## src/hw/dsb_pkg.sv

```systemverilog
/*
  Shared constants and types for the DLLP side-band and end-to-end CRC status port.
  Assumes one system clock for both ends and an active-low asynchronous reset.
*/
// Contract
// Select 01 sends power-management DLLP of given kind
// Select 10 sends vendor DLLP with payload
// Select 00 idle; 11 unused, ignored
// User encodes kinds 000,001,011,100
// User supplies 24-bit vendor payload with request
// Sent indication once DLLP left link
// Received power kind reported, same encoding
// Received vendor payload presented on output
// Received-valid pulse qualifies received power kind
// High while retry buffer holds nothing
// High while any DLLP awaits transmission
// Output flags each received TLP
// CRC enable outputs only with AER and ECRC
// Generation-enabled output follows CRC generation
// User sets digest bit while generation on
// Check-enabled output follows CRC checking
// User holds request until sent, then 00
// Sent and received-valid are one-cycle pulses
package dsb_pkg;

  localparam int unsigned DSB_SEL_W     = 2;
  localparam int unsigned DSB_KIND_W    = 3;
  localparam int unsigned DSB_VSD_W     = 24;
  localparam int unsigned DSB_RBUF_DEPTH = 16;

  typedef enum logic [1:0] {
    DSB_SEL_NONE   = 2'h0,
    DSB_SEL_PM     = 2'h1,
    DSB_SEL_VENDOR = 2'h2,
    DSB_SEL_UNUSED = 2'h3
  } dsb_sel_t;

  typedef enum logic [2:0] {
    DSB_PM_ENTER_L1  = 3'h0,
    DSB_PM_ENTER_L2  = 3'h1,
    DSB_PM_ASPM_L1   = 3'h3,
    DSB_PM_REQ_ACK   = 3'h4
  } dsb_pm_kind_t;

  localparam logic [DSB_KIND_W-1:0] DSB_KIND_RST = 3'h0;
  localparam logic [DSB_VSD_W-1:0]  DSB_VSD_RST  = 24'h000000;

  // Legal kind check, used by the user end
  function automatic logic dsb_kind_legal(input logic [DSB_KIND_W-1:0] k);
    dsb_kind_legal = (k == DSB_PM_ENTER_L1) || (k == DSB_PM_ENTER_L2) ||
                     (k == DSB_PM_ASPM_L1) || (k == DSB_PM_REQ_ACK);
  endfunction

endpackage

```

## src/hw/dsb_if.sv

```systemverilog
/*
  Carrier between the endpoint side-band port and user logic.
  Assumes both modports run on the same clock.
*/
`timescale 1ns/1ns
interface dsb_if;
  import dsb_pkg::*;

  dsb_sel_t                send_sel;
  logic [DSB_KIND_W-1:0]   tx_kind;
  logic [DSB_VSD_W-1:0]    tx_vendor;
  logic                    sent;
  logic [DSB_KIND_W-1:0]   rx_kind;
  logic [DSB_VSD_W-1:0]    rx_vendor;
  logic                    rx_pm_valid;
  logic                    retry_empty;
  logic                    dllp_pending;
  logic                    tlp_received;
  logic                    ecrc_gen_en;
  logic                    ecrc_chk_en;

  modport dev (
    input  send_sel,
    input  tx_kind,
    input  tx_vendor,
    output sent,
    output rx_kind,
    output rx_vendor,
    output rx_pm_valid,
    output retry_empty,
    output dllp_pending,
    output tlp_received,
    output ecrc_gen_en,
    output ecrc_chk_en
  );

  modport usr (
    output send_sel,
    output tx_kind,
    output tx_vendor,
    input  sent,
    input  rx_kind,
    input  rx_vendor,
    input  rx_pm_valid,
    input  retry_empty,
    input  dllp_pending,
    input  tlp_received,
    input  ecrc_gen_en,
    input  ecrc_chk_en
  );
endinterface

```

## src/hw/dsb_dev_end.sv

```systemverilog
/*
  Endpoint end of the DLLP side-band port: accepts send requests, hands DLLPs
  to the link layer, reports received DLLPs and TLPs, retry and CRC status.
  Assumes link-side ports come from logic on the same clock.
*/
`timescale 1ns/1ns
module dsb_dev_end #(
  parameter bit          HAS_AER    = 1'b1,
  parameter bit          HAS_ECRC   = 1'b1,
  parameter int unsigned RBUF_DEPTH = dsb_pkg::DSB_RBUF_DEPTH
) (
  input  wire logic                            clk_i,
  input  wire logic                            rstn_i,
  dsb_if.dev                                   sb,
  output logic                                 link_dllp_valid_o,
  output logic                                 link_dllp_is_pm_o,
  output logic [dsb_pkg::DSB_KIND_W-1:0]       link_dllp_kind_o,
  output logic [dsb_pkg::DSB_VSD_W-1:0]        link_dllp_data_o,
  input  wire logic                            link_dllp_ready_i,
  input  wire logic                            link_other_pend_i,
  input  wire logic                            link_rx_valid_i,
  input  wire logic                            link_rx_is_pm_i,
  input  wire logic [dsb_pkg::DSB_KIND_W-1:0]  link_rx_kind_i,
  input  wire logic [dsb_pkg::DSB_VSD_W-1:0]   link_rx_data_i,
  input  wire logic                            link_rx_tlp_i,
  input  wire logic                            rbuf_push_i,
  input  wire logic                            rbuf_release_i,
  output logic                                 rbuf_full_o,
  input  wire logic                            cfg_ecrc_gen_i,
  input  wire logic                            cfg_ecrc_chk_i
);
  import dsb_pkg::*;

  typedef enum logic [1:0] {
    DSB_TX_IDLE = 2'b00,
    DSB_TX_SEND = 2'b01,
    DSB_TX_HOLD = 2'b10
  } dsb_tx_state_t;

  localparam bit CRC_PORTS = HAS_AER && HAS_ECRC;

  dsb_tx_state_t           state_reg;
  dsb_tx_state_t           state_next;
  logic                    is_pm_reg;
  logic [DSB_KIND_W-1:0]   kind_reg;
  logic [DSB_VSD_W-1:0]    data_reg;
  logic                    sent_reg;
  logic [DSB_KIND_W-1:0]   rx_kind_reg;
  logic [DSB_VSD_W-1:0]    rx_vendor_reg;
  logic                    rx_pm_valid_reg;
  logic                    tlp_rcvd_reg;
  logic                    gen_en_reg;
  logic                    chk_en_reg;
  logic                    req_pm;
  logic                    req_vendor;
  logic                    accept;
  logic                    handoff;

  //////////////////////////////////////////////////////////////////////
  // Request decode
  assign req_pm     = (sb.send_sel == DSB_SEL_PM);
  assign req_vendor = (sb.send_sel == DSB_SEL_VENDOR);
  // None and unused select take no action
  assign accept     = (state_reg == DSB_TX_IDLE) && (req_pm || req_vendor);
  assign handoff    = (state_reg == DSB_TX_SEND) && link_dllp_ready_i;

  //////////////////////////////////////////////////////////////////////
  // Transmit state machine
  always_comb begin
    state_next = state_reg;
    unique case (state_reg)
      DSB_TX_IDLE: begin
        if (accept) begin
          state_next = DSB_TX_SEND;
        end
      end
      DSB_TX_SEND: begin
        if (link_dllp_ready_i) begin
          state_next = DSB_TX_HOLD;
        end
      end
      DSB_TX_HOLD: begin
        // Wait for select to drop so a held request is sent once
        if (sb.send_sel == DSB_SEL_NONE) begin
          state_next = DSB_TX_IDLE;
        end
      end
      default: begin
        state_next = DSB_TX_IDLE;
      end
    endcase
  end

  always_ff @(posedge clk_i or negedge rstn_i) begin
    if (!rstn_i) begin
      state_reg <= DSB_TX_IDLE;
    end else begin
      state_reg <= state_next;
    end
  end

  //////////////////////////////////////////////////////////////////////
  // Captured request contents
  always_ff @(posedge clk_i or negedge rstn_i) begin
    if (!rstn_i) begin
      is_pm_reg <= 1'b0;
      kind_reg  <= DSB_KIND_RST;
      data_reg  <= DSB_VSD_RST;
    end else if (accept) begin
      is_pm_reg <= req_pm;
      kind_reg  <= sb.tx_kind;
      data_reg  <= sb.tx_vendor;
    end
  end

  assign link_dllp_valid_o = (state_reg == DSB_TX_SEND);
  assign link_dllp_is_pm_o = is_pm_reg;
  assign link_dllp_kind_o  = kind_reg;
  assign link_dllp_data_o  = data_reg;

  //////////////////////////////////////////////////////////////////////
  // Sent pulse
  always_ff @(posedge clk_i or negedge rstn_i) begin
    if (!rstn_i) begin
      sent_reg <= 1'b0;
    end else begin
      sent_reg <= handoff;
    end
  end

  assign sb.sent = sent_reg;

  //////////////////////////////////////////////////////////////////////
  // Pending indication
  assign sb.dllp_pending = (state_reg == DSB_TX_SEND) || link_other_pend_i;

  //////////////////////////////////////////////////////////////////////
  // Received power-management DLLP
  always_ff @(posedge clk_i or negedge rstn_i) begin
    if (!rstn_i) begin
      rx_kind_reg     <= DSB_KIND_RST;
      rx_pm_valid_reg <= 1'b0;
    end else begin
      rx_pm_valid_reg <= link_rx_valid_i && link_rx_is_pm_i;
      if (link_rx_valid_i && link_rx_is_pm_i) begin
        rx_kind_reg <= link_rx_kind_i;
      end
    end
  end

  assign sb.rx_kind     = rx_kind_reg;
  assign sb.rx_pm_valid = rx_pm_valid_reg;

  //////////////////////////////////////////////////////////////////////
  // Received vendor-defined DLLP
  always_ff @(posedge clk_i or negedge rstn_i) begin
    if (!rstn_i) begin
      rx_vendor_reg <= DSB_VSD_RST;
    end else if (link_rx_valid_i && !link_rx_is_pm_i) begin
      rx_vendor_reg <= link_rx_data_i;
    end
  end

  assign sb.rx_vendor = rx_vendor_reg;

  //////////////////////////////////////////////////////////////////////
  // TLP received pulse
  always_ff @(posedge clk_i or negedge rstn_i) begin
    if (!rstn_i) begin
      tlp_rcvd_reg <= 1'b0;
    end else begin
      tlp_rcvd_reg <= link_rx_tlp_i;
    end
  end

  assign sb.tlp_received = tlp_rcvd_reg;

  //////////////////////////////////////////////////////////////////////
  // Retry buffer occupancy
  dsb_rbuf_count #(
    .DEPTH     (RBUF_DEPTH)
  ) u_rbuf (
    .clk_i     (clk_i),
    .rstn_i    (rstn_i),
    .push_i    (rbuf_push_i),
    .release_i (rbuf_release_i),
    .full_o    (rbuf_full_o),
    .empty_o   (sb.retry_empty)
  );

  //////////////////////////////////////////////////////////////////////
  // End-to-end CRC status
  generate
    if (CRC_PORTS) begin : g_crc
      always_ff @(posedge clk_i or negedge rstn_i) begin
        if (!rstn_i) begin
          gen_en_reg <= 1'b0;
          chk_en_reg <= 1'b0;
        end else begin
          gen_en_reg <= cfg_ecrc_gen_i;
          chk_en_reg <= cfg_ecrc_chk_i;
        end
      end
    end else begin : g_no_crc
      // Outputs absent in this configuration, held low
      assign gen_en_reg = 1'b0;
      assign chk_en_reg = 1'b0;
    end
  endgenerate

  assign sb.ecrc_gen_en = gen_en_reg;
  assign sb.ecrc_chk_en = chk_en_reg;
endmodule

```

## src/hw/dsb_rbuf_count.sv

```systemverilog
/*
  Occupancy counter for the transmit retry buffer.
  Assumes push and release come from same-clock link logic.
*/
`timescale 1ns/1ns
module dsb_rbuf_count #(
  parameter int unsigned DEPTH = dsb_pkg::DSB_RBUF_DEPTH
) (
  input  wire logic clk_i,
  input  wire logic rstn_i,
  input  wire logic push_i,
  input  wire logic release_i,
  output logic      full_o,
  output logic      empty_o
);
  import dsb_pkg::*;

  localparam int unsigned CW = $clog2(DEPTH + 1);
  localparam logic [CW-1:0] FULL_CNT = CW'(DEPTH);

  logic [CW-1:0] count_reg;
  logic          do_push;
  logic          do_rel;

  assign do_push = push_i && (count_reg != FULL_CNT);
  assign do_rel  = release_i && (count_reg != '0);

  //////////////////////////////////////////////////////////////////////
  // Count stored TLPs
  always_ff @(posedge clk_i or negedge rstn_i) begin
    if (!rstn_i) begin
      count_reg <= '0;
    end else if (do_push && !do_rel) begin
      count_reg <= count_reg + CW'(1);
    end else if (do_rel && !do_push) begin
      count_reg <= count_reg - CW'(1);
    end
  end

  assign full_o  = (count_reg == FULL_CNT);
  assign empty_o = (count_reg == '0);
endmodule

```

## src/flat_wrapper.sv

```systemverilog
// flat-port wrapper written by rule: the top's interface ports become plain ports
module dsb_dev_end_flat import dsb_pkg::*;
#(
  parameter bit          HAS_AER    = 1'b1,
  parameter bit          HAS_ECRC   = 1'b1,
  parameter int unsigned RBUF_DEPTH = dsb_pkg::DSB_RBUF_DEPTH
)
  (clk_i, rstn_i, link_dllp_valid_o, link_dllp_is_pm_o, link_dllp_kind_o, link_dllp_data_o, link_dllp_ready_i, link_other_pend_i, link_rx_valid_i, link_rx_is_pm_i, link_rx_kind_i, link_rx_data_i, link_rx_tlp_i, rbuf_push_i, rbuf_release_i, rbuf_full_o, cfg_ecrc_gen_i, cfg_ecrc_chk_i, sb_send_sel, sb_tx_kind, sb_tx_vendor, sb_sent, sb_rx_kind, sb_rx_vendor, sb_rx_pm_valid, sb_retry_empty, sb_dllp_pending, sb_tlp_received, sb_ecrc_gen_en, sb_ecrc_chk_en);
  dsb_if sb_i ();
  input  wire logic clk_i;
  input  wire logic rstn_i;
  output logic link_dllp_valid_o;
  output logic link_dllp_is_pm_o;
  output logic [dsb_pkg::DSB_KIND_W-1:0] link_dllp_kind_o;
  output logic [dsb_pkg::DSB_VSD_W-1:0] link_dllp_data_o;
  input  wire logic link_dllp_ready_i;
  input  wire logic link_other_pend_i;
  input  wire logic link_rx_valid_i;
  input  wire logic link_rx_is_pm_i;
  input  wire logic [dsb_pkg::DSB_KIND_W-1:0] link_rx_kind_i;
  input  wire logic [dsb_pkg::DSB_VSD_W-1:0] link_rx_data_i;
  input  wire logic link_rx_tlp_i;
  input  wire logic rbuf_push_i;
  input  wire logic rbuf_release_i;
  output logic rbuf_full_o;
  input  wire logic cfg_ecrc_gen_i;
  input  wire logic cfg_ecrc_chk_i;
  input wire logic [$bits(sb_i.send_sel)-1:0] sb_send_sel;
  input wire logic [$bits(sb_i.tx_kind)-1:0] sb_tx_kind;
  input wire logic [$bits(sb_i.tx_vendor)-1:0] sb_tx_vendor;
  output wire logic [$bits(sb_i.sent)-1:0] sb_sent;
  output wire logic [$bits(sb_i.rx_kind)-1:0] sb_rx_kind;
  output wire logic [$bits(sb_i.rx_vendor)-1:0] sb_rx_vendor;
  output wire logic [$bits(sb_i.rx_pm_valid)-1:0] sb_rx_pm_valid;
  output wire logic [$bits(sb_i.retry_empty)-1:0] sb_retry_empty;
  output wire logic [$bits(sb_i.dllp_pending)-1:0] sb_dllp_pending;
  output wire logic [$bits(sb_i.tlp_received)-1:0] sb_tlp_received;
  output wire logic [$bits(sb_i.ecrc_gen_en)-1:0] sb_ecrc_gen_en;
  output wire logic [$bits(sb_i.ecrc_chk_en)-1:0] sb_ecrc_chk_en;
  assign sb_i.send_sel = sb_send_sel;
  assign sb_i.tx_kind = sb_tx_kind;
  assign sb_i.tx_vendor = sb_tx_vendor;
  assign sb_sent = sb_i.sent;
  assign sb_rx_kind = sb_i.rx_kind;
  assign sb_rx_vendor = sb_i.rx_vendor;
  assign sb_rx_pm_valid = sb_i.rx_pm_valid;
  assign sb_retry_empty = sb_i.retry_empty;
  assign sb_dllp_pending = sb_i.dllp_pending;
  assign sb_tlp_received = sb_i.tlp_received;
  assign sb_ecrc_gen_en = sb_i.ecrc_gen_en;
  assign sb_ecrc_chk_en = sb_i.ecrc_chk_en;
  dsb_dev_end #(.HAS_AER(HAS_AER), .HAS_ECRC(HAS_ECRC), .RBUF_DEPTH(RBUF_DEPTH)) u_core (.clk_i(clk_i), .rstn_i(rstn_i), .sb(sb_i), .link_dllp_valid_o(link_dllp_valid_o), .link_dllp_is_pm_o(link_dllp_is_pm_o), .link_dllp_kind_o(link_dllp_kind_o), .link_dllp_data_o(link_dllp_data_o), .link_dllp_ready_i(link_dllp_ready_i), .link_other_pend_i(link_other_pend_i), .link_rx_valid_i(link_rx_valid_i), .link_rx_is_pm_i(link_rx_is_pm_i), .link_rx_kind_i(link_rx_kind_i), .link_rx_data_i(link_rx_data_i), .link_rx_tlp_i(link_rx_tlp_i), .rbuf_push_i(rbuf_push_i), .rbuf_release_i(rbuf_release_i), .rbuf_full_o(rbuf_full_o), .cfg_ecrc_gen_i(cfg_ecrc_gen_i), .cfg_ecrc_chk_i(cfg_ecrc_chk_i));
endmodule
```

## config.mk

```make
export PLATFORM = sky130hd
export DESIGN_NAME = dsb_dev_end_flat
export DESIGN_NICKNAME = d
export VERILOG_FILES = /design/src/hw/dsb_pkg.sv /design/src/hw/dsb_if.sv /design/src/hw/dsb_dev_end.sv /design/src/hw/dsb_rbuf_count.sv /design/src/flat_wrapper.sv
export SDC_FILE = /design/constraint.sdc
export NUM_CORES = 1
export LEC_CHECK = 0
export BUFFER_PORTS_ARGS = -buffer_cell sky130_fd_sc_hd__buf_4
export CORE_UTILIZATION = 43
export CTS_BUF_LIST = sky130_fd_sc_hd__clkbuf_8
export DETAILED_ROUTE_END_ITERATION = 8
export PLACE_DENSITY = 0.75
export SLEW_MARGIN = 40
export SYNTH_ARGS = -nofsm -noshare
export SYNTH_HDL_FRONTEND = slang
export SYNTH_SLANG_ARGS = --single-unit
```

## constraint.sdc

```tcl
create_clock -name clk_i -period 2.39 [get_ports clk_i]
set_input_delay 0.239 -clock clk_i [delete_from_list [all_inputs] [get_ports clk_i]]
set_output_delay 0.239 -clock clk_i [all_outputs]
set_load 0.02 [all_outputs]
```

==> impl_metrics.env, run 1 <==
export IMPL_status="complete, but fails checks"
export IMPL_violations="negative setup slack"
export IMPL_dr_wl_met2_um=3246
export IMPL_layout_drive_gt1_share_pct=65.19
export IMPL_core_mm2=0.006026
export IMPL_hold_path_class="in -> reg"
export IMPL_cpPeakStageDelay_ps=580
export IMPL_drc_errors=0
export IMPL_htree_levels=3
export IMPL_yosysTopAreaCellShare_pct=61.22
export IMPL_wirelength_um=6307
export IMPL_synth_cell_types=30
export IMPL_placed_cell_area_mm2=0.003887
export IMPL_worst_path_max_delay_cell="or4_4"
export IMPL_netlist_area_mm2=0.002739
export IMPL_ys_top_cells_by_area="dfrtp_1, mux2_2, mux2_1"
export IMPL_avgRoutedWirePerCell_um=15.23
export IMPL_critPathKind="reg -> reg"
export IMPL_synth_edff_count=0
export IMPL_cts_root_buf="clkbuf_8"
export IMPL_cts_path_max_buffers=2
export IMPL_area_growth_pct=53.31
export IMPL_antenna_found_initial=0
export IMPL_synth_top_family_by_area="multiplexers"
export IMPL_synth_net_count=256
export IMPL_fin_area_mm2=0.004199
export IMPL_synth_xor_area_share_pct=0.6396
export IMPL_period_needed_ps=2504
export IMPL_arrival_ps=2700
export IMPL_globalplace_congestion=0.7977
export IMPL_dieArea_mm2=0.006693
export IMPL_die_height_um=81.81
export IMPL_path_clk_slew_ps=70
export IMPL_clkLatencyLatePin_ps=330
export IMPL_period_share_pct=104.8
export IMPL_grt_pass1_vias=2052
export IMPL_drt_iter0_markers=36
export IMPL_highest_layer="met4"
export IMPL_vdd_drop_max_mv=0.8091
export IMPL_post_layout_nonfiller_instances=414
export IMPL_die_w_um=81.81
export IMPL_clock_fmax_ghz=0.3994
export IMPL_timing_final_max_slew_violations=0
export IMPL_synth_async_reset_ratio_pct=100.0
export IMPL_rows=28
export IMPL_ys_warn_count=0
export IMPL_drt_met1_wl_um=2407
export IMPL_p_per_area_mw_per_mm2=1171
export IMPL_worst_pin_slew_ps=405.9
export IMPL_pre_cts_ws_ps=-123.2
export IMPL_cts_sinks=67
export IMPL_avgSynthCellArea_um2=15.05
export IMPL_finalWorstSetupSlack_ps=-113.8
export IMPL_yosys_area_share_simple_pct=5.528
export IMPL_final_util_pct=69.68
export IMPL_firstDrtPassIters=4
export IMPL_rsz0062_at_grt="true"
export IMPL_maxSlewHeadroom_pct=72.91
export IMPL_synth_top_area_cell="dfrtp_1"
export IMPL_tritoncts="built"
export IMPL_synth_area_mux_share_pct=23.39
export IMPL_io_buffers=130
export IMPL_initial_core_util_pct=45.45
export IMPL_synth_adder_area_share_pct=3.472
export IMPL_worst_hold_slack_ps=127.6
export IMPL_ys_ff_latch=67
export IMPL_synth_compound_area_share_pct=2.513
export IMPL_routed_wl_met3_um=537
export IMPL_synthFlopType="dfrtp_1"
export IMPL_overflow=0
export IMPL_drv_cap=0
export IMPL_cp_cell_sequence="or4_4 > nor2_4 > nor2b_1 > ha_2 > inv_4 > ha_4 > or4_4 > o211ai_1 > o211ai_1"
export IMPL_fin_skew_ps=5.253
export IMPL_yosysMostFrequentCell="dfrtp_1"
export IMPL_crit_path_max_fanout=5
export IMPL_num_vias=2031
export IMPL_dp_cells=391
export IMPL_critical_path_required_ps=2590
export IMPL_final_nets=408
export IMPL_yosys_top_cells_count="dfrtp_1, mux2_2, mux2_1"
export IMPL_tns_ps=-143.6
export IMPL_setup_viol=3
export IMPL_end_kind="register"
export IMPL_finalPower_mw=4.919
export IMPL_ys_seq_area_share_pct=61.22
export IMPL_avgViaCountPerCell=4.906
export IMPL_ant_nets=0
export IMPL_leakagePower_nw=2.012
export IMPL_syn_inst=182
export IMPL_numCtsBuffers=9
export IMPL_grt_pass1_wl_um=9763
export IMPL_track_usage_pct=19.67
export IMPL_grt_start_max_net_pins=41
export IMPL_critPathLaunchType="register"
export IMPL_pin_count=131
export IMPL_dp_hpwl_um=4660
export IMPL_hold_viol=0
export IMPL_num_antenna_cells=0
-- critical path, delay by kind of cell, from the launching register on --
kind	cells	cell delay (ps)
flip-flops	1	400
AO/OA/AOI/OAI	2	230
AND/OR/NAND/NOR	4	1230
buffers and inverters	1	100
adder cells (fa/ha/maj)	2	430
-- timing repair --
action                     CTS  global route
hold endpoints to repair    27             3
setup buffers                2             1
hold buffers                 1             3
setup endpoints to repair    3             3
pin swaps                    6             7
resized for setup            3             8
-- area by class of cell --
type / instances / area (um2)
clock buffers: 10 / 137.6
clock inverters: 6 / 56.30
fillers: 453 / 1827
inverters: 7 / 28.78
multi-input cells: 101 / 1056
flip-flops and latches: 67 / 1677
well taps: 75 / 93.84
repair buffers: 148 / 1150
-- cell usage in the layout (no fill, tap or decap), types with 2 or more instances in the layout --
master and count:
ha_1 2, ha_4 3, buf_12 2, buf_4 141, dlygate4sd3_1 4, clkinv_2 3, mux2_2 47, o21ai_0 2
a21oi_1 3, dfrtp_1 67, xnor2_1 2, inv_1 7, or4_4 2, nand2_1 3, nor2b_1 2, nand3_1 2
clkbuf_8 10, mux2_1 9, nor3b_1 3, o211ai_1 2
-- layer usage --
layer,vias up,global-route usage [%]
li1,946,-
met1,980,22.89
met2,91,33.88
met3,14,6.778
met4,0,6.140
met5,-,0
-- worst paths after layout --
path | start | end | depth (start not counted) | slack, ps
min in group asynchronous | rstn_i | u_core.link_dllp_data_o[18]$_DFFE_PN0P_ | 2 | 370
hold reg to reg | u_core.link_dllp_data_o[15]$_DFFE_PN0P_ | u_core.link_dllp_data_o[15]$_DFFE_PN0P_ | 1 | 490
max in group asynchronous | rstn_i | u_core.u_rbuf.count_reg[2]$_DFFE_PN0P_ | 3 | 1480
hold / removal | sb_tx_vendor[7] | u_core.link_dllp_data_o[7]$_DFFE_PN0P_ | 2 | 130
setup / recovery | u_core.u_rbuf.count_reg[3]$_DFFE_PN0P_ | u_core.u_rbuf.count_reg[4]$_DFFE_PN0P_ | 9 | -110
setup reg to reg | u_core.u_rbuf.count_reg[3]$_DFFE_PN0P_ | u_core.u_rbuf.count_reg[4]$_DFFE_PN0P_ | 9 | -110
-- cell families after synthesis --
group	Yosys count
AO/OA/AOI/OAI	11
multiplexers	57
flip-flops	67
buffers and inverters	14
XOR/XNOR	2
adder cells (fa/ha/maj)	7
AND/OR/NAND/NOR	24
-- power breakdown --
part | internal [mW] | switching, mW
Combinational | 1.17 | 1.11
Sequential | 1.52 | 0.212
Clock | 0.501 | 0.410
Total | 3.19 | 1.73
No activity file was read; power rests on OpenSTA's default activity.
==> inputs of run 2 (changes only) <==
==> constraint.sdc (replaced) <==
create_clock -name clk_i -period 2 [get_ports clk_i]
set_input_delay 0.2 -clock clk_i [delete_from_list [all_inputs] [get_ports clk_i]]
set_output_delay 0.2 -clock clk_i [all_outputs]
set_load 0.02 [all_outputs]
==> run 2 against run 1 <==
  * The run still ends with negative setup slack left
  * Via count down 2.3%
  * Sequential share of layout area fell by 0.75 points
  * Combinational power rose by 23%
  * Critical path type unchanged
  * Largest cell class unchanged
==> impl_metrics.env, run 2 (synthesized netlist as in run 1, its figures left out) <==
export IMPL_numCtsBuffers=9
export IMPL_status="complete, but fails checks"
export IMPL_firstDrtPassIters=4
export IMPL_register_area_mm2=0.001677
export IMPL_setup_viol=4
export IMPL_clkLatencyLatePin_ps=330
export IMPL_arrival_ps=2590
export IMPL_violations="negative setup slack"
export IMPL_fin_area_mm2=0.004279
export IMPL_num_vias=1985
export IMPL_num_antenna_cells=0
export IMPL_tritoncts="built"
export IMPL_wirelength_um=6183
export IMPL_htree_levels=3
export IMPL_grt_pass1_vias=2128
export IMPL_globalplace_congestion=0.8343
export IMPL_cts_sinks=67
export IMPL_ant_nets=0
export IMPL_io_buffers=130
export IMPL_area_growth_pct=56.24
export IMPL_pin_count=131
export IMPL_end_kind="register"
export IMPL_layout_drive_gt1_share_pct=66.67
export IMPL_clock_fmax_ghz=0.4197
export IMPL_r2r_start="u_core.u_rbuf.count_reg[2]$_DFFE_PN0P_"
export IMPL_avgRoutedWirePerCell_um=14.83
export IMPL_grt_pass1_wl_um=9611
export IMPL_holdPathStages=2
export IMPL_vdd_drop_max_mv=0.8764
export IMPL_maxSlewHeadroom_pct=60.58
export IMPL_die_w_um=81.81
export IMPL_drv_cap=0
export IMPL_p_per_area_mw_per_mm2=1459
export IMPL_drt_iter0_markers=48
export IMPL_worst_pin_slew_ps=591.2
export IMPL_finalWorstSetupSlack_ps=-382.8
export IMPL_fin_skew_ps=6.201
export IMPL_core_mm2=0.006026
export IMPL_placed_cell_area_mm2=0.003920
export IMPL_layout_common_cells="buf_4, dfrtp_1, mux2_2, clkbuf_8, mux2_1"
export IMPL_dp_cells=397
export IMPL_r2r_slack_ps=-380
export IMPL_hold_path_class="in -> reg"
export IMPL_cts_path_max_buffers=2
export IMPL_die_height_um=81.81
export IMPL_rsz0062_at_grt="true"
export IMPL_timing_final_max_slew_violations=0
export IMPL_final_util_pct=71.01
export IMPL_overflow=0
export IMPL_track_usage_pct=19.47
export IMPL_worst_hold_slack_ps=74.20
export IMPL_leakagePower_nw=2.056
export IMPL_cts_root_buf="clkbuf_8"
export IMPL_path_clk_slew_ps=80
export IMPL_multi_input_area_mm2=0.001064
export IMPL_drc_errors=0
export IMPL_period_needed_ps=2383
export IMPL_dp_hpwl_um=4434
export IMPL_critPathKind="reg -> reg"
export IMPL_antenna_found_initial=0
export IMPL_grt_start_max_net_pins=68
export IMPL_dieArea_mm2=0.006693
export IMPL_crit_path_start="u_core.u_rbuf.count_reg[2]$_DFFE_PN0P_"
export IMPL_period_share_pct=119.1
export IMPL_layout_commonest_cell="buf_4"
export IMPL_crit_path_max_fanout=5
export IMPL_hold_viol=0
export IMPL_initial_core_util_pct=45.45
export IMPL_critPathLaunchType="register"
export IMPL_min_from="sb_tx_vendor[9]"
export IMPL_rows=28
export IMPL_critical_path_required_ps=2210
export IMPL_reg2regPathDepth=9
export IMPL_final_nets=411
export IMPL_post_layout_nonfiller_instances=417
export IMPL_finalPower_mw=6.242
export IMPL_fill_cells=451
export IMPL_avgViaCountPerCell=4.760
export IMPL_postCtsSetupBuffers=0
## run 2: cell count changes in the layout (fill, tap and decap cells not counted), sizes merged
cell,before,now
clkinv,3,1
buf,144,147
bufinv,1,3
## run 2: worst paths after layout
| kind | end |
|---|---|
| max | u_core.u_rbuf.count_reg[4]$_DFFE_PN0P_ |
| min reg2reg | u_core.link_dllp_data_o[9]$_DFFE_PN0P_ |
| max reg2reg | u_core.u_rbuf.count_reg[4]$_DFFE_PN0P_ |
| max in group asynchronous | u_core.sb.rx_vendor[20]$_DFFE_PN0P_ |
| min | u_core.link_dllp_data_o[9]$_DFFE_PN0P_ |
| min in group asynchronous | u_core.link_dllp_data_o[13]$_DFFE_PN0P_ |
## run 2: cell type report
cell class              instances  area share, %
flip-flops and latches         67          39.18
inverters                       7         0.6725
repair buffers                151          27.28
well taps                      75          2.193
clock inverters                 6          2.602
clock buffers                  10          3.216
multi-input cells             101          24.85
## run 2: stage by stage
stage	setup TNS (ps)	worst slack, ps
2_1_floorplan	-1417	-502.9
3_3_place_gp	-1306	-432.8
3_5_place_dp	-1392	-453.2
4_1_cts	-1253	-413.0
5_1_grt	-1482	-486.3
6_report	-1118	-382.8
## run 2: metal layers
metal,vias up,wire length [um],global-route usage [%]
met3,4,586,8.000
met5,-,0,0
met1,949,2407,21.63
li1,951,-,-
met4,0,62,7.719
met2,81,3126,32.98
## run 2: worst max-delay path, cell delays in order (launching register included)
cell and delay [ps]:
dfrtp_1 380, or4_4 570, nor2_4 100, nor2b_1 50, ha_2 190, inv_4 90, ha_4 220, or4_1 470
o211ai_1 90, o211ai_1 90
## run 2: repair_timing
item	CTS	global route
setup endpoints to repair	4	4
pin swaps	7	6
endpoints found under the hold margin	48	0
resized for setup	3	12
hold buffers	4	0
## run 2: report_power, final
group          internal [mW]  switching, mW
combinational           1.48           1.34
clock                  0.865          0.517
sequential              1.81          0.235
==> inputs of run 3 (changes only) <==
--- a/config.mk
+++ b/config.mk
@@ -5,11 +5,12 @@
 export SDC_FILE = /design/constraint.sdc
 export NUM_CORES = 1
 export LEC_CHECK = 0
+export ABC_AREA = 1
 export BUFFER_PORTS_ARGS = -buffer_cell sky130_fd_sc_hd__buf_4
-export CORE_UTILIZATION = 43
+export CORE_UTILIZATION = 44
 export CTS_BUF_LIST = sky130_fd_sc_hd__clkbuf_8
 export DETAILED_ROUTE_END_ITERATION = 8
-export PLACE_DENSITY = 0.75
+export PLACE_DENSITY = 0.76
 export SLEW_MARGIN = 40
 export SYNTH_ARGS = -nofsm -noshare
 export SYNTH_HDL_FRONTEND = slang
==> run 3 against run 2 <==
  * The flow still finishes with violations (negative setup slack)
  * Final cell count up 18%
  * Non-clock buffer count decreased by 6
  * Clock skew shrank 1.4 ps
  * Maximum frequency up 18%
  * Synthesized cell count rose by 45%
  * Global-route usage shrank 0.58 points
  * Highest routed layer unchanged
  * Area after synthesis grew 4.5%
  * First-iteration DRC count is 83% higher
  * Count of clock-buffer cells in the layout decreased by 1
==> impl_metrics.env, run 3 <==
export IMPL_status="complete, but fails checks"
export IMPL_violations="negative setup slack"
export IMPL_yosys_top_cells_count="nand2_1, dfrtp_1, nand3_1"
export IMPL_overflow=0
export IMPL_ys_seq_area_share_pct=58.57
export IMPL_ys_top_cells_by_area="dfrtp_1, nand2_1, mux2_4"
export IMPL_rows=29
export IMPL_numCtsBuffers=9
export IMPL_wirelength_um=6564
export IMPL_num_vias=2323
export IMPL_clock_fmax_ghz=0.4961
export IMPL_htree_levels=3
export IMPL_synth_async_reset_ratio_pct=100.0
export IMPL_cts_sinks=67
export IMPL_dp_hpwl_um=4626
export IMPL_core_mm2=0.006314
export IMPL_cts_root_buf="clkbuf_8"
export IMPL_post_layout_nonfiller_instances=490
export IMPL_globalplace_congestion=0.7943
export IMPL_yosysTopAreaCellShare_pct=58.57
export IMPL_worst_path_max_delay_cell="dfrtp_1"
export IMPL_leakagePower_nw=2.324
export IMPL_initial_core_util_pct=45.34
export IMPL_area_growth_pct=48.03
export IMPL_track_usage_pct=18.89
export IMPL_finalWorstSetupSlack_ps=-15.89
export IMPL_period_needed_ps=2016
export IMPL_arrival_ps=2230
export IMPL_ys_ff_latch=67
export IMPL_ant_nets=0
export IMPL_critPathKind="reg -> reg"
export IMPL_grt_start_max_net_pins=68
export IMPL_io_buffers=130
export IMPL_fill_cells=512
export IMPL_cp_top_family="adder cells"
export IMPL_switching_share_pct=37.36
export IMPL_internal_power_mw=3.676
export IMPL_cpPeakStageDelay_ps=400
export IMPL_drc_errors=0
export IMPL_timing_final_max_slew_violations=0
export IMPL_ys_warn_count=0
export IMPL_syn_inst=263
export IMPL_p_sw_mw=2.192
export IMPL_layout_common_cells="buf_4, nand2_1, dfrtp_1, nand3_1, mux2_4"
export IMPL_clkLatencyLatePin_ps=320
export IMPL_worst_pin_slew_ps=583.8
export IMPL_rsz0062_at_grt="true"
export IMPL_avgRoutedWirePerCell_um=13.40
export IMPL_synth_top_area_cell="dfrtp_1"
export IMPL_firstDrtPassIters=4
export IMPL_cts_path_max_buffers=2
export IMPL_synth_cell_types=19
export IMPL_crit_path_max_fanout=5
export IMPL_layout_commonest_cell="buf_4"
export IMPL_dieArea_mm2=0.006833
export IMPL_dp_cells=467
export IMPL_avgViaCountPerCell=4.741
export IMPL_drt_iter0_markers=88
export IMPL_setup_viol=1
export IMPL_vdd_drop_max_mv=0.8258
export IMPL_tritoncts="built"
export IMPL_path_common_cell="nand2_1"
export IMPL_synth_net_count=337
export IMPL_yosysMostFrequentCell="nand2_1"
export IMPL_cp_cell_sequence="nor2_1 > nand2_1 > o21ai_1 > ha_2 > inv_4 > buf_6 > fa_2 > nand2_2 > nand2_2 > nand2_1 > nand2_1 > nand3_1 > nand2_1"
export IMPL_layout_drive_gt1_share_pct=46.97
export IMPL_die_height_um=82.66
export IMPL_period_share_pct=100.8
export IMPL_critPathLaunchType="register"
export IMPL_pin_count=131
export IMPL_grt_pass1_wl_um=9632
export IMPL_antenna_found_initial=0
export IMPL_num_antenna_cells=0
export IMPL_drv_cap=0
export IMPL_crit_buf_inv=2
export IMPL_netlist_area_mm2=0.002863
export IMPL_synth_edff_count=0
export IMPL_critical_path_required_ps=2220
export IMPL_pre_cts_ws_ps=-115.5
export IMPL_grt_pass1_vias=2113
export IMPL_path_clk_slew_ps=80
export IMPL_power_frac_comb_pct=44.7
export IMPL_clock_power_share_pct=20.4
export IMPL_end_kind="register"
export IMPL_finalPower_mw=5.868
export IMPL_avgSynthCellArea_um2=10.88
export IMPL_hold_path_class="in -> reg"
export IMPL_final_nets=482
export IMPL_r2r_slack_ps=-20
export IMPL_fin_skew_ps=4.834
export IMPL_maxSlewHeadroom_pct=61.08
export IMPL_hold_viol=0
export IMPL_synthFlopType="dfrtp_1"
export IMPL_p_per_area_mw_per_mm2=1385
export IMPL_die_w_um=82.66
export IMPL_pwr_share_seq_pct=34.9
-- run 3: changes by cell type in the layout (fill, tap and decap cells not counted), sizes merged, moves of 6 or more --
cell and change:
buf -6, inv +6, nand2 +87, nor2 +8, mux2 -32, nand3 +29
-- run 3: what timing repair did --
item | 4_1_cts | 5_1_grt
setup endpoints to repair | 3 | 2
pin swaps | 4 | 12
endpoints found under the hold margin | 12 | 0
buffers inserted | 1 | 2
hold buffers | 4 | 0
resized for setup | 5 | 9
-- run 3: power groups by stage --
stage	registers (mW)	logic, mW	clock network (mW)
2_1_floorplan	2.49	0.993	0
3_3_place_gp	2.05	2.38	0
3_5_place_dp	2.06	2.46	0
4_1_cts	2.04	2.50	1.23
5_1_grt	2.10	2.86	1.30
6_report	2.05	2.62	1.20
-- run 3: logic make-up after synthesis --
| logic type | after synthesis | share of synthesized area (%) |
|---|---|---|
| buffers and inverters | 24 | 5.201 |
| XOR/XNOR | 1 | 0.3060 |
| adder cells (fa/ha/maj) | 7 | 3.322 |
| multiplexers | 24 | 12.06 |
| AND/OR/NAND/NOR | 135 | 19.62 |
| flip-flops | 67 | 58.57 |
| AO/OA/AOI/OAI | 5 | 0.9180 |
-- run 3: cell type report --
| class | instances | area, um2 | share of cell area (%) |
|---|---|---|---|
| Timing Repair Buffer | 145 | 1119 | 26.40 |
| Clock buffer | 9 | 123.9 | 2.923 |
| Tap cell | 77 | 96.34 | 2.273 |
| Sequential cell | 67 | 1677 | 39.56 |
| Inverter | 13 | 51.30 | 1.211 |
| Clock inverter | 7 | 91.34 | 2.155 |
| Multi-Input combinational cell | 172 | 1080 | 25.48 |
-- run 3: worst min-delay path, delay by kind of cell --
family	cells	cell delay, ps
simple gates	2	90
buf+inv	1	80
-- run 3: worst paths after layout --
check,cells past startpoint,startpoint,endpoint
max in group asynchronous,2,rstn_i,u_core.sb.ecrc_gen_en$_DFF_PN0_
min in group asynchronous,2,rstn_i,u_core.u_rbuf.count_reg[0]$_DFFE_PN0P_
max reg2reg,13,u_core.u_rbuf.count_reg[3]$_DFFE_PN0P_,u_core.u_rbuf.count_reg[4]$_DFFE_PN0P_
max,13,u_core.u_rbuf.count_reg[3]$_DFFE_PN0P_,u_core.u_rbuf.count_reg[4]$_DFFE_PN0P_
min,3,link_rx_kind_i[1],u_core.sb.rx_kind[1]$_DFFE_PN0P_
min reg2reg,2,u_core.link_dllp_data_o[8]$_DFFE_PN0P_,u_core.link_dllp_data_o[8]$_DFFE_PN0P_
-- run 3: through the flow --
| stage | util (%) | setup TNS, ps | hold slack [ps] | cell area (um2) |
|---|---|---|---|---|
| final | 67.12 | -15.89 | 68.60 | 4238 |
| after global routing | 67.12 | -180.3 | 72.68 | 4238 |
| after CTS | 66.17 | 0 | 56.06 | 4178 |
| after detailed placement | 61.93 | -189.1 | 310.8 | 3910 |
| after global placement | 61.93 | 0 | 309.0 | 3910 |
| after floorplan | - | 0 | -95.59 | 2863 |
-- run 3: layer usage --
metal	part of all wire [%]	GRT usage, %	wire length (um)
met1	41	22.99	2712
met2	52	32.30	3422
met3	5.6	5.385	368
met4	0.91	5.862	60
met5	0	0	0
